File: config.mk
export PLATFORM = sky130hd
export DESIGN_NAME = wakeup_flags_pin_filter
export DESIGN_NICKNAME = d
export VERILOG_FILES = /design/src/pkg/wakeup_pkg.sv /design/src/pin_glitch_filter.sv /design/src/wakeup_flags_pin_filter.sv
export SDC_FILE = /design/constraint.sdc
export NUM_CORES = 1
export LEC_CHECK = 0
export ABC_AREA = 1
export BUFFER_PORTS_ARGS = -buffer_cell sky130_fd_sc_hd__buf_2
export CORE_UTILIZATION = 25
export DETAILED_ROUTE_END_ITERATION = 6
export SYNTH_ARGS = -nofsm -noshare
export SYNTH_HDL_FRONTEND = slang
export SYNTH_SLANG_ARGS = --single-unit
File: constraint.sdc
create_clock -name pclk -period 1.4 [get_ports pclk]
set_clock_uncertainty 0.1 [all_clocks]
set_input_delay 0.07 -clock pclk [delete_from_list [all_inputs] [get_ports pclk]]
set_output_delay 0.07 -clock pclk [all_outputs]
set_load 0.005 [all_outputs]
File: src/pkg/wakeup_pkg.sv
// constants shared by the wakeup flag and pin filter block
package wakeup_pkg;

  // apb word geometry
  localparam int ADDR_W = 8;
  localparam int DATA_W = 32;

  // register indices, byte address is four times the index
  localparam int IDX_MODFLAGS = 4;
  localparam int IDX_FILT1    = 5;
  localparam int IDX_IRQ_STAT = 8;
  localparam int IDX_IRQ_CLR  = 9;
  localparam int IDX_IRQ_EN   = 10;
  localparam logic [ADDR_W-1:0] ADDR_MODFLAGS = ADDR_W'(IDX_MODFLAGS * 4);
  localparam logic [ADDR_W-1:0] ADDR_FILT1    = ADDR_W'(IDX_FILT1 * 4);
  localparam logic [ADDR_W-1:0] ADDR_IRQ_STAT = ADDR_W'(IDX_IRQ_STAT * 4);
  localparam logic [ADDR_W-1:0] ADDR_IRQ_CLR  = ADDR_W'(IDX_IRQ_CLR * 4);
  localparam logic [ADDR_W-1:0] ADDR_IRQ_EN   = ADDR_W'(IDX_IRQ_EN * 4);

  // filter register fields
  localparam int FLAG_BIT = 7;
  localparam int EDGE_HI  = 6;
  localparam int EDGE_LO  = 5;
  localparam int RSVD_BIT = 4;
  localparam int SEL_HI   = 3;
  localparam int SEL_W    = 4;
  localparam int PINS     = 16;
  localparam int MODS     = 8;

  // interrupt status bits
  localparam int IRQ_W        = 2;
  localparam int IRQ_FILT_BIT = 0;
  localparam int IRQ_MOD_BIT  = 1;

  // reset values
  localparam logic [1:0]       EDGE_RST   = 2'h0;
  localparam logic [SEL_W-1:0] SEL_RST    = 4'h0;
  localparam logic [IRQ_W-1:0] IRQ_EN_RST = 2'h0;

  // edge detect modes of the filter
  typedef enum logic [1:0] {
    EDGE_OFF  = 2'b00,
    EDGE_RISE = 2'b01,
    EDGE_FALL = 2'b10,
    EDGE_ANY  = 2'b11
  } edge_mode_type;

  // timing: low power oscillator taken as 1 kHz
  localparam int CLK_PERIOD_NS = 10;
  localparam int LPO_PERIOD_NS = 1000000;
  localparam int LPO_DIV_CYC   = LPO_PERIOD_NS / CLK_PERIOD_NS;
  localparam int FILT_CYC      = 3;
  localparam int SYNC_CYC      = 2;
  localparam int INIT_WAIT_LPO = 5;

endpackage

File: src/pin_glitch_filter.sv
// lpo-paced pin synchroniser, glitch filter and edge detector
`timescale 1ns/1ps
`default_nettype none
module pin_glitch_filter
  import wakeup_pkg::*;
(
  input  wire logic                      pclk,
  input  wire logic                      presetn,
  input  wire logic                      lpo_tick,
  input  wire logic                      pin_in,
  input  wire wakeup_pkg::edge_mode_type edge_mode,
  output logic                           detect
);
  logic       sync_a_r, sync_a_nxt;
  logic       sync_b_r, sync_b_nxt;
  logic       level_r, level_nxt;
  logic [1:0] cnt_r, cnt_nxt;
  logic       det_r, det_nxt;
  logic       match;

  ////////////////////////////////////////////////////////////////////////////
  // edge qualifier, off mode never matches
  always_comb begin
    case (edge_mode)
      EDGE_RISE: match = sync_b_r;
      EDGE_FALL: match = !sync_b_r;
      EDGE_ANY:  match = 1'b1;
      default:   match = 1'b0;
    endcase
  end

  // two sync stages then a three-tick stability count
  always_comb begin
    sync_a_nxt = sync_a_r;
    sync_b_nxt = sync_b_r;
    level_nxt  = level_r;
    cnt_nxt    = cnt_r;
    det_nxt    = 1'b0;
    if (lpo_tick) begin
      sync_a_nxt = pin_in;
      sync_b_nxt = sync_a_r;
      if (sync_b_r == level_r) begin
        cnt_nxt = 2'h0; // glitch shorter than the window dies here
      end else if (cnt_r == 2'(FILT_CYC - 1)) begin
        level_nxt = sync_b_r;
        cnt_nxt   = 2'h0;
        det_nxt   = match;
      end else begin
        cnt_nxt = cnt_r + 2'h1;
      end
    end
  end

  always_ff @(posedge pclk or negedge presetn) begin
    if (!presetn) begin
      sync_a_r <= 1'b0;
      sync_b_r <= 1'b0;
      level_r  <= 1'b0;
      cnt_r    <= 2'h0;
      det_r    <= 1'b0;
    end else begin
      sync_a_r <= sync_a_nxt;
      sync_b_r <= sync_b_nxt;
      level_r  <= level_nxt;
      cnt_r    <= cnt_nxt;
      det_r    <= det_nxt;
    end
  end

  assign detect = det_r;

  ////////////////////////////////////////////////////////////////////////////
  // a level change shorter than the window never reaches the output
  glitch_hold_a: assert property (@(posedge pclk) disable iff (!presetn)
    lpo_tick && sync_b_r != level_r && cnt_r != 2'(FILT_CYC - 1)
    |=> level_r == $past(level_r) && !det_r)
    else $error("filtered level moved before the window ran out");
  off_nodet_a: assert property (@(posedge pclk) disable iff (!presetn)
    edge_mode == EDGE_OFF |=> !det_r)
    else $error("detect while filter is off");
endmodule
`default_nettype wire

File: src/wakeup_flags_pin_filter.sv
// apb register block: module wakeup flags and pin filter one
`timescale 1ns/1ps
`default_nettype none
module wakeup_flags_pin_filter
  import wakeup_pkg::*;
#(
  parameter int LPO_DIV = wakeup_pkg::LPO_DIV_CYC
)(
  input  wire logic                          pclk,
  input  wire logic                          presetn,
  input  wire logic [wakeup_pkg::ADDR_W-1:0] paddr,
  input  wire logic                          psel,
  input  wire logic                          penable,
  input  wire logic                          pwrite,
  input  wire logic [wakeup_pkg::DATA_W-1:0] pwdata,
  input  wire logic [3:0]                    pstrb,
  output logic      [wakeup_pkg::DATA_W-1:0] prdata,
  output logic                               pready,
  output logic                               pslverr,
  input  wire logic [wakeup_pkg::MODS-1:0]   module_flag_in,
  input  wire logic [wakeup_pkg::PINS-1:0]   wake_pins,
  input  wire logic                          lls_active,
  input  wire logic                          other_reset,
  output logic                               irq
);
  localparam int DIV_W = $clog2(LPO_DIV);

  logic [DIV_W-1:0]   div_r, div_nxt;
  logic               tick_r, tick_nxt;
  logic [MODS-1:0]    mod_r, mod_nxt;
  logic               flag_r, flag_nxt;
  edge_mode_type      mode_r, mode_nxt;
  logic [SEL_W-1:0]   sel_r, sel_nxt;
  logic [IRQ_W-1:0]   stat_r, stat_nxt;
  logic [IRQ_W-1:0]   en_r, en_nxt;
  logic [DATA_W-1:0]  rdata_r, rdata_nxt;
  logic               err_r, err_nxt;
  logic               setup, wr_acc, wr_b0, mapped;
  logic               detect, pin_sel, flag_set, mod_rise;
  logic [IRQ_W-1:0]   events;

  ////////////////////////////////////////////////////////////////////////////
  // lpo rate enable, one pulse per oscillator period
  always_comb begin
    tick_nxt = 1'b0;
    div_nxt  = div_r + DIV_W'(1);
    if (div_r == DIV_W'(LPO_DIV - 1)) begin
      div_nxt  = '0;
      tick_nxt = 1'b1;
    end
  end

  always_ff @(posedge pclk or negedge presetn) begin
    if (!presetn) begin
      div_r  <= '0;
      tick_r <= 1'b0;
    end else begin
      div_r  <= div_nxt;
      tick_r <= tick_nxt;
    end
  end

  ////////////////////////////////////////////////////////////////////////////
  // pin routing and the filter itself
  assign pin_sel = wake_pins[sel_r];

  pin_glitch_filter u_filter (
    .pclk      (pclk),
    .presetn   (presetn),
    .lpo_tick  (tick_r),
    .pin_in    (pin_sel),
    .edge_mode (mode_r),
    .detect    (detect)
  );

  ////////////////////////////////////////////////////////////////////////////
  // apb decode; zero wait states, answer prepared in the setup cycle
  assign setup  = psel && !penable;
  assign wr_acc = psel && penable && pwrite && !err_r;
  assign wr_b0  = wr_acc && pstrb[0];
  assign pready = 1'b1;

  always_comb begin
    case (paddr)
      ADDR_MODFLAGS, ADDR_FILT1, ADDR_IRQ_STAT, ADDR_IRQ_CLR, ADDR_IRQ_EN: mapped = 1'b1;
      default: mapped = 1'b0;
    endcase
  end

  // read mux; the clear register reads zero
  always_comb begin
    rdata_nxt = rdata_r;
    err_nxt   = err_r;
    if (setup) begin
      rdata_nxt = '0;
      err_nxt   = !mapped;
      if (!pwrite) begin
        case (paddr)
          ADDR_MODFLAGS: rdata_nxt[MODS-1:0] = mod_r;
          ADDR_FILT1: begin
            rdata_nxt[FLAG_BIT]         = flag_r;
            rdata_nxt[EDGE_HI:EDGE_LO]  = mode_r;
            rdata_nxt[RSVD_BIT]         = 1'b0;
            rdata_nxt[SEL_HI:0]         = sel_r;
          end
          ADDR_IRQ_STAT: rdata_nxt[IRQ_W-1:0] = stat_r;
          ADDR_IRQ_EN:   rdata_nxt[IRQ_W-1:0] = en_r;
          default:       rdata_nxt = '0;
        endcase
      end
    end
  end

  always_ff @(posedge pclk or negedge presetn) begin
    if (!presetn) begin
      rdata_r <= '0;
      err_r   <= 1'b0;
    end else begin
      rdata_r <= rdata_nxt;
      err_r   <= err_nxt;
    end
  end

  assign prdata  = rdata_r;
  assign pslverr = err_r && psel && penable;

  ////////////////////////////////////////////////////////////////////////////
  // module flags: plain mirror, bus writes cannot touch them
  always_comb begin
    mod_nxt = module_flag_in;
  end

  ////////////////////////////////////////////////////////////////////////////
  // filter register; only the chip reset clears it, other_reset does not
  assign flag_set = detect && lls_active;
  always_comb begin
    flag_nxt = flag_r;
    mode_nxt = mode_r;
    sel_nxt  = sel_r;
    if (wr_b0 && paddr == ADDR_FILT1) begin
      if (pwdata[FLAG_BIT]) begin
        flag_nxt = 1'b0;
      end
      mode_nxt = edge_mode_type'(pwdata[EDGE_HI:EDGE_LO]);
      sel_nxt  = pwdata[SEL_HI:0];
    end
    if (flag_set) begin
      flag_nxt = 1'b1; // set beats a clear in the same cycle
    end
  end

  always_ff @(posedge pclk or negedge presetn) begin
    if (!presetn) begin
      mod_r  <= '0;
      flag_r <= 1'b0;
      mode_r <= EDGE_OFF;
      sel_r  <= SEL_RST;
    end else begin
      mod_r  <= mod_nxt;
      flag_r <= flag_nxt;
      mode_r <= mode_nxt;
      sel_r  <= sel_nxt;
    end
  end

  ////////////////////////////////////////////////////////////////////////////
  // interrupt status, clear and enable; other_reset wipes this part only
  assign mod_rise = |(module_flag_in & ~mod_r);
  always_comb begin
    events               = '0;
    events[IRQ_FILT_BIT] = flag_set;
    events[IRQ_MOD_BIT]  = mod_rise;
    stat_nxt = stat_r;
    en_nxt   = en_r;
    if (wr_b0 && paddr == ADDR_IRQ_CLR) begin
      stat_nxt = stat_r & ~pwdata[IRQ_W-1:0];
    end
    if (wr_b0 && paddr == ADDR_IRQ_EN) begin
      en_nxt = pwdata[IRQ_W-1:0];
    end
    if (other_reset) begin
      stat_nxt = '0;
      en_nxt   = IRQ_EN_RST;
    end
    stat_nxt = stat_nxt | events; // new events survive a clear
  end

  always_ff @(posedge pclk or negedge presetn) begin
    if (!presetn) begin
      stat_r <= '0;
      en_r   <= IRQ_EN_RST;
    end else begin
      stat_r <= stat_nxt;
      en_r   <= en_nxt;
    end
  end

  assign irq = |(stat_r & en_r);

  ////////////////////////////////////////////////////////////////////////////
  // checks
  mod_read_a: assert property (@(posedge pclk) disable iff (!presetn)
    setup && !pwrite && paddr == ADDR_MODFLAGS
    |=> prdata[MODS-1:0] == $past(mod_r) && prdata[DATA_W-1:MODS] == '0)
    else $error("module flag read mismatch");
  mod_mirror_a: assert property (@(posedge pclk) disable iff (!presetn)
    ##1 mod_r == $past(module_flag_in))
    else $error("module flags do not mirror peripherals");
  mod_nowr_a: assert property (@(posedge pclk) disable iff (!presetn)
    wr_b0 && paddr == ADDR_MODFLAGS |=> mod_r == $past(module_flag_in))
    else $error("write changed module flags");
  flag_set_a: assert property (@(posedge pclk) disable iff (!presetn)
    detect && lls_active |=> flag_r && stat_r[IRQ_FILT_BIT])
    else $error("filter wake not recorded");
  flag_clr_a: assert property (@(posedge pclk) disable iff (!presetn)
    wr_b0 && paddr == ADDR_FILT1 && !flag_set
    |=> flag_r == ($past(flag_r) && !$past(pwdata[FLAG_BIT])))
    else $error("detect flag write-one-clear wrong");
  mode_wr_a: assert property (@(posedge pclk) disable iff (!presetn)
    wr_b0 && paddr == ADDR_FILT1 |=> mode_r == $past(pwdata[EDGE_HI:EDGE_LO]))
    else $error("edge mode not stored");
  rsvd_zero_a: assert property (@(posedge pclk) disable iff (!presetn)
    setup && paddr == ADDR_FILT1 |=> !prdata[RSVD_BIT])
    else $error("reserved bit read one");
  keep_reset_a: assert property (@(posedge pclk) disable iff (!presetn)
    other_reset && !wr_acc
    |=> mode_r == $past(mode_r) && sel_r == $past(sel_r) && en_r == IRQ_EN_RST)
    else $error("other reset touched filter register");
  irq_level_a: assert property (@(posedge pclk) disable iff (!presetn)
    stat_r[IRQ_FILT_BIT] && en_r[IRQ_FILT_BIT] |-> irq)
    else $error("enabled status without interrupt");
  flag_set_c: cover property (@(posedge pclk) disable iff (!presetn) flag_set);
  flag_clr_c: cover property (@(posedge pclk) disable iff (!presetn)
    flag_r ##1 !flag_r);
  irq_c: cover property (@(posedge pclk) disable iff (!presetn) $rose(irq));
  err_c: cover property (@(posedge pclk) disable iff (!presetn) pslverr);
endmodule
`default_nettype wire

# After elaboration in Yosys (flattened, before gate mapping)
# Cells that the tools add are included.
[classes] addsub=2 order_cmp=1 n_eq_ne=11 n_mux=21 n_bitwise=7 reduce_logical=23
[ops] operator="$eq 8x6->1 const B" n=3
[ops] operator="$add 17x1->17 const B" n=1
[ops] operator="$eq 17x17->1 const B" n=1
[ops] operator="$mux 17" n=1
[ops] operator="$eq 8x5->1 const B" n=2
[ops] operator="$mux 2" n=6
[ops] operator="$pmux 6 s2" n=1
[ops] operator="$logic_and 1x1->1" n=11
[ops] operator="$mux 1" n=9
[ops] operator="$and 8x8->8" n=1
[ops] operator="$mux 8" n=1
[ops] operator="$not 8->8" n=1
[ops] operator="$pmux 2 s4" n=1
[ops] operator="$reduce_or 8->1" n=1
[ops] operator="$eq 2x2->1 const B" n=3
[ops] operator="$reduce_bool 2->1" n=3
[ops] operator="$lt 4x5->1 const B" n=1
[ops] operator="$reduce_or 5->1" n=1
[ops] operator="$and 2x2->2" n=2
[ops] operator="$bmux 1 s4" n=1
[ops] operator="$logic_not 1->1" n=4
[ops] operator="$pmux 1 s3" n=1
[ops] operator="$reduce_and 3->1" n=1
[ops] operator="$add 2x1->2 const B" n=1
[ops] operator="7 further kinds" n=7
[totals] ff_bits=76 inputBits=75 output_inout_bits=35

# Logic depth before layout (Yosys ltp)
# Gate-level depths: netlist (run 1).
[logic_depth] word_depth=8 ltp_mapped=9 ltp_nobuf=9

# By module
# A second synthesis (run 1) with hierarchy kept.
[unflattened] cells_unflattened=395 hier_area_um2=3039.2
[by_module_without_submodules] module="wakeup_flags_pin_filter" n_inst=1 cells_each=357 area_each_um2=2758.9 seq_area_each_um2=1151.1
[by_module_without_submodules] module="pin_glitch_filter" n_inst=1 cells_each=38 area_each_um2=280.3 seq_area_each_um2=150.1

# Worst setup path after synthesis (run 1)
# No wires, ideal clock.
[synth_path] path_kind="register to register" startpoint="register div_r[0]" endpoint="register div_r[10]" setup_time_ns=0.126 t_arrival_ns=1.123 slack_ns=0.051 path_stages_with_launch=8 cell_sequence="dfrtp_1 > ha_1 > nand3_2 > nor2_4 > nand2_4 > nor2_4 > xnor2_1 > nor2_1"
[synth_between] elab_chain_len=2
[synth_lines] element="start: declaration" line_no="wakeup_flags_pin_filter.sv:28" source="logic [DIV_W-1:0] div_r, div_nxt;"
[synth_lines] element="start signal: assignment" line_no="wakeup_flags_pin_filter.sv:58" source="div_r <= div_nxt;"
[synth_lines] element="$add 17x1->17 / $eq 17x17->1 (equally long branches)" line_no="wakeup_flags_pin_filter.sv:46, wakeup_flags_pin_filter.sv:47"
[synth_lines] element="$mux 17 *" line_no="wakeup_flags_pin_filter.sv:47" source="if (div_r == DIV_W'(LPO_DIV - 1)) begin"
[synth_lines] element="named net div_nxt[10]" line_no="wakeup_flags_pin_filter.sv:28"
# Mark *: on every way through the listed nets, which the timed path passes. The rest lies on a longest branch.
# A chain may end at the register's enable or synchronous reset.

# Worst setup path in the final report (run 1)
# Ends and elaborated chain as after synthesis.

==> qor.txt, run 1 <==
max-cap violations -> 0
die width -> 110 um
IO Port Bufs -> 56
leakage power -> 2.03 nW
Synth Warn # -> 0
met2 WL -> 3390 um
element type at the critical path end -> flop
deepest clock path buffer count -> 2
met3 WL -> 279 um
Post-Synthesis Mean Instance Area -> 7.81 um^2
H-tree Lvls -> 2
sequential area share after synthesis -> 0.449
PwrDens -> 786 nW/um^2
Worst EP arrival -> 1.49 ns
first-pass GRT wire length -> 10800 um
DRT Pass-1 Iters -> 4
Slew Viols, Final -> 0
pin count of the biggest net entering global routing -> 53
clk_lat worst skew -> 0.29 ns
Peak VDD IR -> 471 uV
GRT Residual Overflow -> 0
initial core utilization -> 0.262
Synth Register Bits -> 52
Root Driver -> clkbuf_16
n_diodes -> 0
via density per instance -> 4.31
Fmax achieved -> 712 MHz
# setup viols final -> 2
P&R area growth vs syn -> 33.6%
Post-DRT Antenna Nets -> 0
die area -> 12000 um^2
Highest Signal Layer -> met4
Pwr Total -> 3.04 mW
status -> finished, violations left
DRC Markers -> 0
vias -> 2648
critical path required time -> 1.48 ns
row count -> 38
Avg WL per Cell -> 11.0 um
core area -> 11100 um^2
GPL Wtd Cong -> 0.872
vias in the first global route -> 2408
height of the die -> 110 um
Final Hold Viols -> 0
met1 WL -> 3020 um
WHS -> 0.00321 ns
PnR worst setup slack -> -0.00524 ns
Layout Nets -> 550
worst hold path class -> in -> reg
starting DRC count in detailed routing -> 106
Yosys cell types -> 32
share of layout cells above drive strength 1 -> 0.261
HPWL after DPL -> 5140 um
antenna violations before repair -> 0
failing checks -> setup timing
clk sink count -> 52
cell area after synthesis -> 2900 um^2
crit path kind -> reg -> reg
Num CTS Buffers -> 5
I/O Pins -> 110
cells after synthesis -> 371
fin crit period -> 1.41 ns
Worst-path clk slew -> 0.07 ns
crit-path max FO -> 5
GRT Util Overall -> 0.116
startpoint types -> flop
CTS tree -> done
final WL -> 6790 um
RSZ-0062 raised after global routing -> yes
period utilization -> 1.00
==> registers in the layout (all words and copies together) (netlist names), 2 cells and up <==
name            count
div_r              17
mode_r              2
stat_r              2
sel_r               4
prdata              8
u_filter.cnt_r      2
mod_r               8
en_r                2
==> per-layer routing <==
| metal | up-vias | global-route usage |
|---|---|---|
| met3 | 11 | 0.0213 |
| met1 | 1227 | 0.148 |
| li1 | 1336 | - |
| met2 | 74 | 0.199 |
| met4 | 0 | 0.0371 |
| met5 | - | 0 |
==> path summary, 6_finish.rpt <==
check | depth (start not counted) | start | slack [ns] | to
worst max register to register | 7 | div_r[0] | -0.005 | div_r[10]
worst min register to register | 1 | u_filter.cnt_r[1] | 0.37 | u_filter.cnt_r[0]
max in group asynchronous | 3 | presetn | 0.78 | div_r[0]
min in group asynchronous | 3 | presetn | 0.17 | div_r[8]
worst min-delay path | 4 | pwrite | 0.003 | prdata[4]
worst max-delay path | 7 | div_r[0] | -0.005 | div_r[10]
==> placed cells by master (no fill, tap or decap), types with 3 or more instances in the layout <==
cell type | netlist | routed
inv_1 | 50 | 46
dlygate4sd3_1 | 0 | 18
clkbuf_16 | 0 | 5
nand3_2 | 4 | 5
xor2_1 | 9 | 9
nand2_1 | 99 | 99
o21ai_0 | 9 | 9
nor2_4 | 3 | 7
dfrtp_1 | 52 | 52
buf_4 | 25 | 25
o22ai_1 | 5 | 5
buf_2 | 3 | 56
nor3_1 | 4 | 3
a21oi_1 | 9 | 9
nor2_1 | 26 | 20
inv_2 | 2 | 6
o21ai_1 | 3 | 3
nand3_1 | 34 | 32
conb_1 | 2 | 25
nand4_1 | 11 | 11
nor2_2 | 5 | 7
==> synth_stat cells <==
cell      instances  area (um^2)
o21a_1            1         7.51
nand3_1          34          170
o31ai_1           2         15.0
clkinv_1          1         3.75
nand2_4           1         11.3
xnor2_1           2         17.5
inv_1            50          188
buf_2             3         15.0
buf_4            25          188
a221oi_1          1         8.76
a21oi_1           9         45.0
nor2_1           26         97.6
nor3_2            1         10.0
o21ai_0           9         45.0
o21ai_1           3         15.0
o22ai_1           5         31.3
nand3_2           4         40.0
conb_1            2         7.51
nand4_1          11         68.8
nand2_1          99          372
nor3_1            4         20.0
nand3b_1          1         7.51
nand2_2           1         6.26
nor4_1            1         6.26
dfrtp_1          52         1300
nor2_2            5         31.3
xor2_1            9         78.8
inv_2             2         7.51
nor2_8            1         20.0
ha_1              1         12.5
a22o_1            2         17.5
nor2_4            3         33.8
==> area by class of cell <==
| class | instances | area (um^2) |
|---|---|---|
| Inverter | 53 | 199 |
| Tap cell | 140 | 175 |
| Timing Repair Buffer | 101 | 679 |
| Clock buffer | 5 | 125 |
| Sequential cell | 52 | 1300 |
| Multi-Input combinational cell | 261 | 1370 |
| Fill cell | 1186 | 7210 |
| Clock inverter | 3 | 27.5 |
==> repair_timing <==
item | CTS | global route
setup buffers | 2 | 7
setup endpoints to repair | 10 | 21
hold buffers | 18 | 0
pin swaps | 5 | 9
gates resized for setup | 5 | 18
endpoints found under the hold margin | 72 | 0
==> cell families (layout without fill, tap and decap cells) <==
logic type | after synthesis | count (layout) | share of synthesized area
AO/OA/AOI/OAI | 32 | 32 | 0.0639
XOR/XNOR | 11 | 11 | 0.0332
adder cells (fa/ha/maj) | 1 | 1 | 0.00432
buffers and inverters | 81 | 162 | 0.139
flip-flops | 52 | 52 | 0.449
other | 2 | 25 | 0.00259
AND/OR/NAND/NOR | 192 | 192 | 0.309
==> per-stage QoR <==
| stage | utilization | worst slack [ns] | instance area (um^2) | cells | TNS, ns |
|---|---|---|---|---|---|
| after detailed placement | 0.306 | -0.0664 | 3390 | 580 | -0.329 |
| after global routing | 0.350 | -0.127 | 3870 | 615 | -0.766 |
| after floorplan | - | 0.0513 | 2990 | 394 | 0 |
| after CTS | 0.340 | -0.0263 | 3760 | 608 | -0.0795 |
| final | 0.350 | -0.00524 | 3870 | 615 | -0.00747 |
| after global placement | 0.306 | -0.0311 | 3390 | 580 | -0.141 |
==> critical path, cell delays in order, from the launching register on <==
cell and delay [ns]:
dfrtp_1 0.39, ha_4 0.16, nand3_4 0.11, nor2_4 0.17, nand2_4 0.11, nor2_4 0.09, xnor2_1 0.11, nor2_1 0.05
==> power breakdown <==
group	total (mW)	internal [mW]	switching [mW]	leakage, nW
Clock	1.26	0.679	0.577	0.0719
Sequential	1.53	1.52	0.00709	0.665
Combinational	0.263	0.119	0.143	1.29
Total	3.04	2.32	0.728	2.03
No activity file was read; power rests on OpenSTA's default activity.
==> inputs of run 2 (changes only) <==
--- a/config.mk
+++ b/config.mk
@@ -7,7 +7,9 @@
 export LEC_CHECK = 0
 export ABC_AREA = 1
 export BUFFER_PORTS_ARGS = -buffer_cell sky130_fd_sc_hd__buf_2
+export CORE_ASPECT_RATIO = 1.2
 export CORE_UTILIZATION = 25
+export CTS_BUF_LIST = sky130_fd_sc_hd__clkbuf_16
 export DETAILED_ROUTE_END_ITERATION = 6
 export SYNTH_ARGS = -nofsm -noshare
 export SYNTH_HDL_FRONTEND = slang
==> qor.txt, run 2 (synthesis results as in run 1) <==
P&R area growth vs syn -> 32.9% (was 33.6%)
PnR worst setup slack -> -0.0241 ns (was -0.00524 ns)
startpoint types -> flop (unchanged)
Worst R2R End -> div_r[10] (unchanged)
Root Driver -> clkbuf_16 (unchanged)
IO Port Bufs -> 56 (unchanged)
I/O Pins -> 110 (unchanged)
first-pass GRT wire length -> 11100 um (was 10800 um)
critical path required time -> 1.47 ns (was 1.48 ns)
crit path kind -> reg -> reg (unchanged)
Logic pwr share -> 0.087 (was 0.086)
pin count of the biggest net entering global routing -> 40 (was 53)
hold path depth -> 4 (unchanged)
die width -> 100 um (was 110 um)
antenna violations before repair -> 0 (unchanged)
Worst-path clk slew -> 0.07 ns (about the same)
Sw Ratio -> 0.229 (was 0.239)
height of the die -> 120 um (was 110 um)
max FFs per register -> 17 (unchanged)
Place WS -> -0.0961 ns (was -0.0664 ns)
Worst Setup SP -> div_r[4] (was div_r[0])
H-tree Lvls -> 2 (unchanged)
FF-to-FF setup slack -> -0.02 ns (was -0.005 ns)
worst hold path class -> in -> reg (unchanged)
final WL -> 6850 um (was 6790 um)
commonest non-fill, non-tap cell in the layout -> nand2_1 (unchanged)
Post-DRT Antenna Nets -> 0 (unchanged)
element type at the critical path end -> flop (unchanged)
Slew Viols, Final -> 0 (unchanged)
n_diodes -> 0 (unchanged)
HPWL after DPL -> 5280 um (was 5140 um)
sequential cell fraction of total power -> 0.512 (was 0.501)
GRT Residual Overflow -> 0 (unchanged)
WP buf/inv -> 0 (unchanged)
HP Start -> pwrite (unchanged)
Layout Nets -> 545 (was 550)
Fmax achieved -> 702 MHz (was 712 MHz)
Reg2Reg Depth -> 6 (was 7)
GPL Wtd Cong -> 0.834 (was 0.872)
GRT Util Overall -> 0.116 (about the same)
initial core utilization -> 0.260 (was 0.262)
Placed Area -> 3380 um^2 (was 3390 um^2)
period utilization -> 1.02 (was 1.00)
switching pwr -> 682 uW (was 728 uW)
Critical Path Max Stage Delay -> 0.53 ns (was 0.39 ns)
DRT Pass-1 Iters -> 5 (was 4)
post-route cell area -> 3850 um^2 (was 3870 um^2)
Worst EP arrival -> 1.50 ns (was 1.49 ns)
slowest CP cell -> dfrtp_1 (unchanged)
via density per instance -> 4.26 (was 4.31)
clk sink count -> 52 (unchanged)
multi-input logic area -> 1360 um^2 (was 1370 um^2)
Most flops, register -> div_r (unchanged)
vias in the first global route -> 2538 (was 2408)
deepest clock path buffer count -> 2 (unchanged)
reg2reg start -> div_r[4] (was div_r[0])
vias -> 2659 (was 2648)
CTS tree -> done (unchanged)
delay-heaviest family, CP -> simple AND/OR/NAND/NOR gates (unchanged)
clock group share of total power -> 0.401 (was 0.413)
fin crit period -> 1.42 ns (was 1.41 ns)
starting DRC count in detailed routing -> 83 (was 106)
Pwr Total -> 2.98 mW (was 3.04 mW)
RSZ-0062 raised after global routing -> yes (unchanged)
max-cap violations -> 0 (unchanged)
Num CTS Buffers -> 5 (unchanged)
status -> finished, violations left (unchanged)
failing checks -> setup timing (unchanged)
FILL cells -> 1180 (was 1186)
row count -> 42 (was 38)
clk_lat worst skew -> 0.28 ns (was 0.29 ns)
leakage power -> 2.00 nW (was 2.03 nW)
Pint -> 2.30 mW (was 2.32 mW)
share of layout cells above drive strength 1 -> 0.249 (was 0.261)
most frequent cells in the layout -> nand2_1 (98), buf_2 (56), dfrtp_1 (51) (was nand2_1 (99), buf_2 (56), dfrtp_1 (52))
crit-path max FO -> 8 (was 5)
Fin Setup TNS -> -0.0437 ns (was -0.00747 ns)
worst path cell trace -> nand2_1, nor2_4, nand2_4, nor2_4, xnor2_2, nor2_1 (was ha_4, nand3_4, nor2_4, nand2_4, nor2_4, xnor2_1, nor2_1)
Hold Path Sink -> prdata[4] (unchanged)
PwrDens -> 774 nW/um^2 (was 786 nW/um^2)
DRC Markers -> 0 (unchanged)
core area -> 11100 um^2 (about the same)
Avg WL per Cell -> 11.0 um (about the same)
Final Hold Viols -> 0 (unchanged)
die area -> 12000 um^2 (about the same)
# setup viols final -> 3 (was 2)
most used cell, CP -> nor2_4 (unchanged)
Peak VDD IR -> 491 uV (was 471 uV)
Reg area -> 1300 um^2 (about the same)
[run 2: area by class of cell]
type	count	area share
Clock buffer	5	0.0325
Inverter	53	0.0516
Sequential cell	52	0.338
Multi-Input combinational cell	261	0.353
Tap cell	154	0.0500
Clock inverter	3	0.00552
Timing Repair Buffer	96	0.169
[run 2: how the worst max path moves through the flow]
| stage | cells past startpoint | slack [ns] | endpoint |
|---|---|---|---|
| 6_report | 6 | -0.02 | div_r[10] |
| 5_1_grt | 7 | -0.12 | div_r[9] |
| 4_1_cts | 7 | -0.04 | div_r[10] |
| 3_5_place_dp | 8 | -0.1 | div_r[9] |
| 3_3_place_gp | 8 | -0.10 | div_r[9] |
| 2_1_floorplan | 7 | 0.05 | div_r[10] |
[run 2: worst min-delay path, stage by stage]
cell and delay [ns]:
buf_2 0.08, inv_1 0.03, nand2_1 0.08, o31ai_1 0.08
[run 2: timing repair]
item | CTS | global route
endpoints found under the hold margin | 71 | 0
cloned | 0 | 0
resized for setup | 7 | 14
setup endpoints to repair | 8 | 20
buffers inserted | 3 | 7
pin swaps | 7 | 14
hold buffers | 17 | 0
[run 2: power by group through the flow]
stage | clock network [mW] | registers (mW) | logic [mW]
after CTS | 1.23 | 1.53 | 0.263
final | 1.20 | 1.53 | 0.261
after global placement | 0 | 1.55 | 0.221
after floorplan | 0 | 1.55 | 0.141
after detailed placement | 0 | 1.56 | 0.224
after global routing | 1.29 | 1.53 | 0.295
[run 2: layer usage]
metal  up-vias  global-route usage  part of all wire
li1       1326                   -                 -
met2        86               0.221              0.52
met4         0              0.0281            0.0098
met1      1241               0.130              0.42
met5         -                   0                 0
met3         6              0.0227             0.048
[run 2: stage by stage]
stage,cells,utilization,hold WS [ns]
2_1_floorplan,394,-,-0.326
3_3_place_gp,589,0.303,-0.0939
3_5_place_dp,589,0.303,-0.0979
4_1_cts,617,0.337,0.00674
5_1_grt,624,0.346,0.0385
6_report,624,0.346,0.00214
==> inputs of run 3 (changes only) <==
--- a/config.mk
+++ b/config.mk
@@ -5,12 +5,12 @@
 export SDC_FILE = /design/constraint.sdc
 export NUM_CORES = 1
 export LEC_CHECK = 0
-export ABC_AREA = 1
 export BUFFER_PORTS_ARGS = -buffer_cell sky130_fd_sc_hd__buf_2
 export CORE_ASPECT_RATIO = 1.2
-export CORE_UTILIZATION = 25
-export CTS_BUF_LIST = sky130_fd_sc_hd__clkbuf_16
+export CORE_UTILIZATION = 45
+export CTS_BUF_LIST = sky130_fd_sc_hd__clkbuf_4
 export DETAILED_ROUTE_END_ITERATION = 6
+export PLACE_DENSITY = 0.78
 export SYNTH_ARGS = -nofsm -noshare
 export SYNTH_HDL_FRONTEND = slang
 export SYNTH_SLANG_ARGS = --single-unit
==> qor.txt, run 3 <==
fin util -> 0.658 (was 0.346)
Pwr Total -> 2.67 mW (was 2.98 mW)
Post-DRT Antenna Nets -> 0 (unchanged)
P&R area growth vs syn -> 38.3% (was 32.9%)
share of layout cells above drive strength 1 -> 0.432 (was 0.249)
Worst EP arrival -> 1.88 ns (was 1.50 ns)
clk sink count -> 52 (unchanged)
crit path kind -> reg -> reg (unchanged)
via density per instance -> 4.97 (was 4.26)
GRT Residual Overflow -> 0 (unchanged)
Most flops, register -> div_r (unchanged)
Avg WL per Cell -> 13.7 um (was 11.0 um)
clk_lat worst skew -> 0.39 ns (was 0.28 ns)
cells after synthesis -> 244 (was 371)
GPL Wtd Cong -> 0.870 (was 0.834)
Fin Setup TNS -> -1.03 ns (was -0.0437 ns)
post-route cell area -> 3780 um^2 (was 3850 um^2)
Sw Ratio -> 0.239 (was 0.229)
largest family of logic cells by synthesized area -> simple AND/OR/NAND/NOR gates (unchanged)
Logic pwr share -> 0.102 (was 0.087)
met3 WL -> 255 um (was 332 um)
n_diodes -> 0 (unchanged)
worst path cell trace -> mux4_2, mux2i_1, mux2i_1, mux2_2 (was nand2_1, nor2_4, nand2_4, nor2_4, xnor2_2, nor2_1)
IO Port Bufs -> 56 (unchanged)
clock group share of total power -> 0.322 (was 0.401)
Synth Register Bits -> 52 (unchanged)
DRT Pass-1 Iters -> 4 (was 5)
most used cell, CP -> mux2i_1 (was nor2_4)
xor/xnor share of the synthesized area -> 0.0449 (was 0.0332)
DRC Markers -> 0 (unchanged)
Highest Signal Layer -> met4 (unchanged)
WHS -> 0.00425 ns (was 0.00214 ns)
Peak VDD IR -> 377 uV (was 491 uV)
Slew Viols, Final -> 0 (unchanged)
Root Driver -> clkbuf_4 (was clkbuf_16)
startpoint types -> flop (unchanged)
PnR worst setup slack -> -0.271 ns (was -0.0241 ns)
worst hold path class -> in -> async (was in -> reg)
sequential cell fraction of total power -> 0.576 (was 0.512)
die width -> 73.1 um (was 100 um)
count leader, synth -> dfrtp_1 (was nand2_1)
cell area after synthesis -> 2730 um^2 (was 2900 um^2)
die area -> 6380 um^2 (was 12000 um^2)
RSZ-0062 raised after global routing -> yes (unchanged)
Synth Warn # -> 0 (unchanged)
mux share of post-synthesis cell area -> 0.104 (was 0)
critical path required time -> 1.60 ns (was 1.47 ns)
post-synth top area cell -> dfrtp_1 (unchanged)
deepest clock path buffer count -> 2 (unchanged)
Placed Area -> 3320 um^2 (was 3380 um^2)
post-synthesis simple-gate area fraction -> 0.176 (was 0.309)
vias -> 2225 (was 2659)
CTS tree -> done (unchanged)
status -> finished, violations left (unchanged)
row count -> 30 (was 42)
met2 WL -> 3270 um (was 3590 um)
# setup viols final -> 13 (was 3)
GRT Util Overall -> 0.198 (was 0.116)
Post-synth EDFFs -> 0 (unchanged)
top-area cell type share of the netlist area -> 0.477 (was 0.449)
post-route insts no fill -> 448 (was 624)
initial core utilization -> 0.475 (was 0.260)
Reg2Reg Depth -> 4 (was 6)
Worst-path clk slew -> 0.16 ns (was 0.07 ns)
ranking of synthesized cells by area -> dfrtp_1 (48%), buf_4 (7.1%), a22o_1 (3.8%) (was dfrtp_1 (45%), nand2_1 (13%), buf_4 (6.5%))
leakage power -> 1.85 nW (was 2.00 nW)
most frequent cells after synthesis -> dfrtp_1 (52), buf_4 (26), nand2_1 (16), nor2_1 (14), a22o_1 (12) (was nand2_1 (99), dfrtp_1 (52), inv_1 (50), nand3_1 (34), nor2_1 (26))
sequential area share after synthesis -> 0.477 (was 0.449)
fin crit period -> 1.67 ns (was 1.42 ns)
first-pass GRT wire length -> 9440 um (was 11100 um)
Final Hold Viols -> 0 (unchanged)
core area -> 5740 um^2 (was 11100 um^2)
I/O Pins -> 110 (unchanged)
starting DRC count in detailed routing -> 82 (was 83)
max-cap violations -> 0 (unchanged)
Layout Nets -> 443 (was 545)
placed cells -> 410 (was 589)
post-synthesis compound-gate area fraction -> 0.0962 (was 0.0639)
HPWL after DPL -> 4520 um (was 5280 um)
pin count of the biggest net entering global routing -> 39 (was 40)
PwrDens -> 707 nW/um^2 (was 774 nW/um^2)
Post-synth ARST share -> 1.00 (unchanged)
antenna violations before repair -> 0 (unchanged)
max FFs per register -> 17 (unchanged)
vias in the first global route -> 2176 (was 2538)
Num CTS Buffers -> 5 (unchanged)
FF-to-FF setup slack -> -0.27 ns (was -0.02 ns)
Place WS -> -0.343 ns (was -0.0961 ns)
failing checks -> setup timing (unchanged)
element type at the critical path end -> flop (unchanged)
switching pwr -> 637 uW (was 682 uW)
Critical Path Max Stage Delay -> 0.52 ns (was 0.53 ns)
Post-Synthesis Mean Instance Area -> 11.2 um^2 (was 7.81 um^2)
final WL -> 6150 um (was 6850 um)
period utilization -> 1.19 (was 1.02)
FILL cells -> 453 (was 1180)
commonest non-fill, non-tap cell in the layout -> buf_2 (was nand2_1)
met1 WL -> 2460 um (was 2860 um)
Top FF cell, synth -> dfrtp_1 (unchanged)
slowest CP cell -> mux4_2 (was dfrtp_1)
Pint -> 2.03 mW (was 2.30 mW)
Yosys cell types -> 45 (was 32)
height of the die -> 87.3 um (was 120 um)
H-tree Lvls -> 2 (unchanged)
Fmax achieved -> 598 MHz (was 702 MHz)
crit-path max FO -> 5 (was 8)
Synth Area in Adders -> 0.00458 (was 0.00432)
most frequent cells in the layout -> buf_2 (56), dfrtp_1 (50), buf_4 (42) (was nand2_1 (98), buf_2 (56), dfrtp_1 (51))
## run 3: timing repair
| item | 4_1_cts | 5_1_grt |
|---|---|---|
| hold buffers | 19 | 0 |
| hold endpoints to repair | 74 | 0 |
| gates resized for setup | 17 | 11 |
| pin swaps | 13 | 9 |
| buffers inserted | 4 | 8 |
| gates cloned | 0 | 0 |
| endpoints found under the setup margin | 20 | 21 |
## run 3: logic make-up after synthesis
| kind of cell | after synthesis |
|---|---|
| adders and majority gates | 1 |
| and+or+nand+nor | 78 |
| AOI/OAI and AO/OA | 35 |
| buffers and inverters | 42 |
| xor gates and xnor gates | 14 |
| other | 2 |
| muxes | 20 |
| DFF | 52 |
## run 3: cell type report
type	instances	area, um^2	area share
flip-flops and latches	52	1300	0.345
clock buffers	5	37.5	0.00994
clock inverters	3	42.5	0.0113
well taps	80	100	0.0265
multi-input cells	173	1370	0.363
repair buffers	125	885	0.234
inverters	10	37.5	0.00994
## run 3: final timing paths
path                                start           endpoint
worst max-delay path             sel_r[0]  u_filter.sync_a_r
worst min-delay path              presetn          div_r[15]
worst max register to register   sel_r[0]  u_filter.sync_a_r
worst min register to register  prdata[4]          prdata[4]
max in group asynchronous         presetn              err_r
min in group pclk                paddr[0]          prdata[0]
## run 3: power groups by stage
| stage | Clock, mW | Combinational (mW) | Sequential (mW) |
|---|---|---|---|
| final | 0.860 | 0.273 | 1.54 |
| after global routing | 0.933 | 0.304 | 1.54 |
| after floorplan | 0 | 0.138 | 1.56 |
| after global placement | 0 | 0.225 | 1.56 |
| after detailed placement | 0 | 0.231 | 1.56 |
| after CTS | 0.871 | 0.272 | 1.54 |
## run 3: layer usage
| layer | global-route usage | vias up |
|---|---|---|
| met5 | 0 | - |
| met4 | 0.0856 | 0 |
| met3 | 0.0394 | 13 |
| met2 | 0.370 | 63 |
| met1 | 0.211 | 1074 |
| li1 | - | 1075 |
## run 3: critical path, delay by kind of cell (launching register included)
family  cells  cell delay [ns]
DFF         1             0.47
muxes       4             1.01
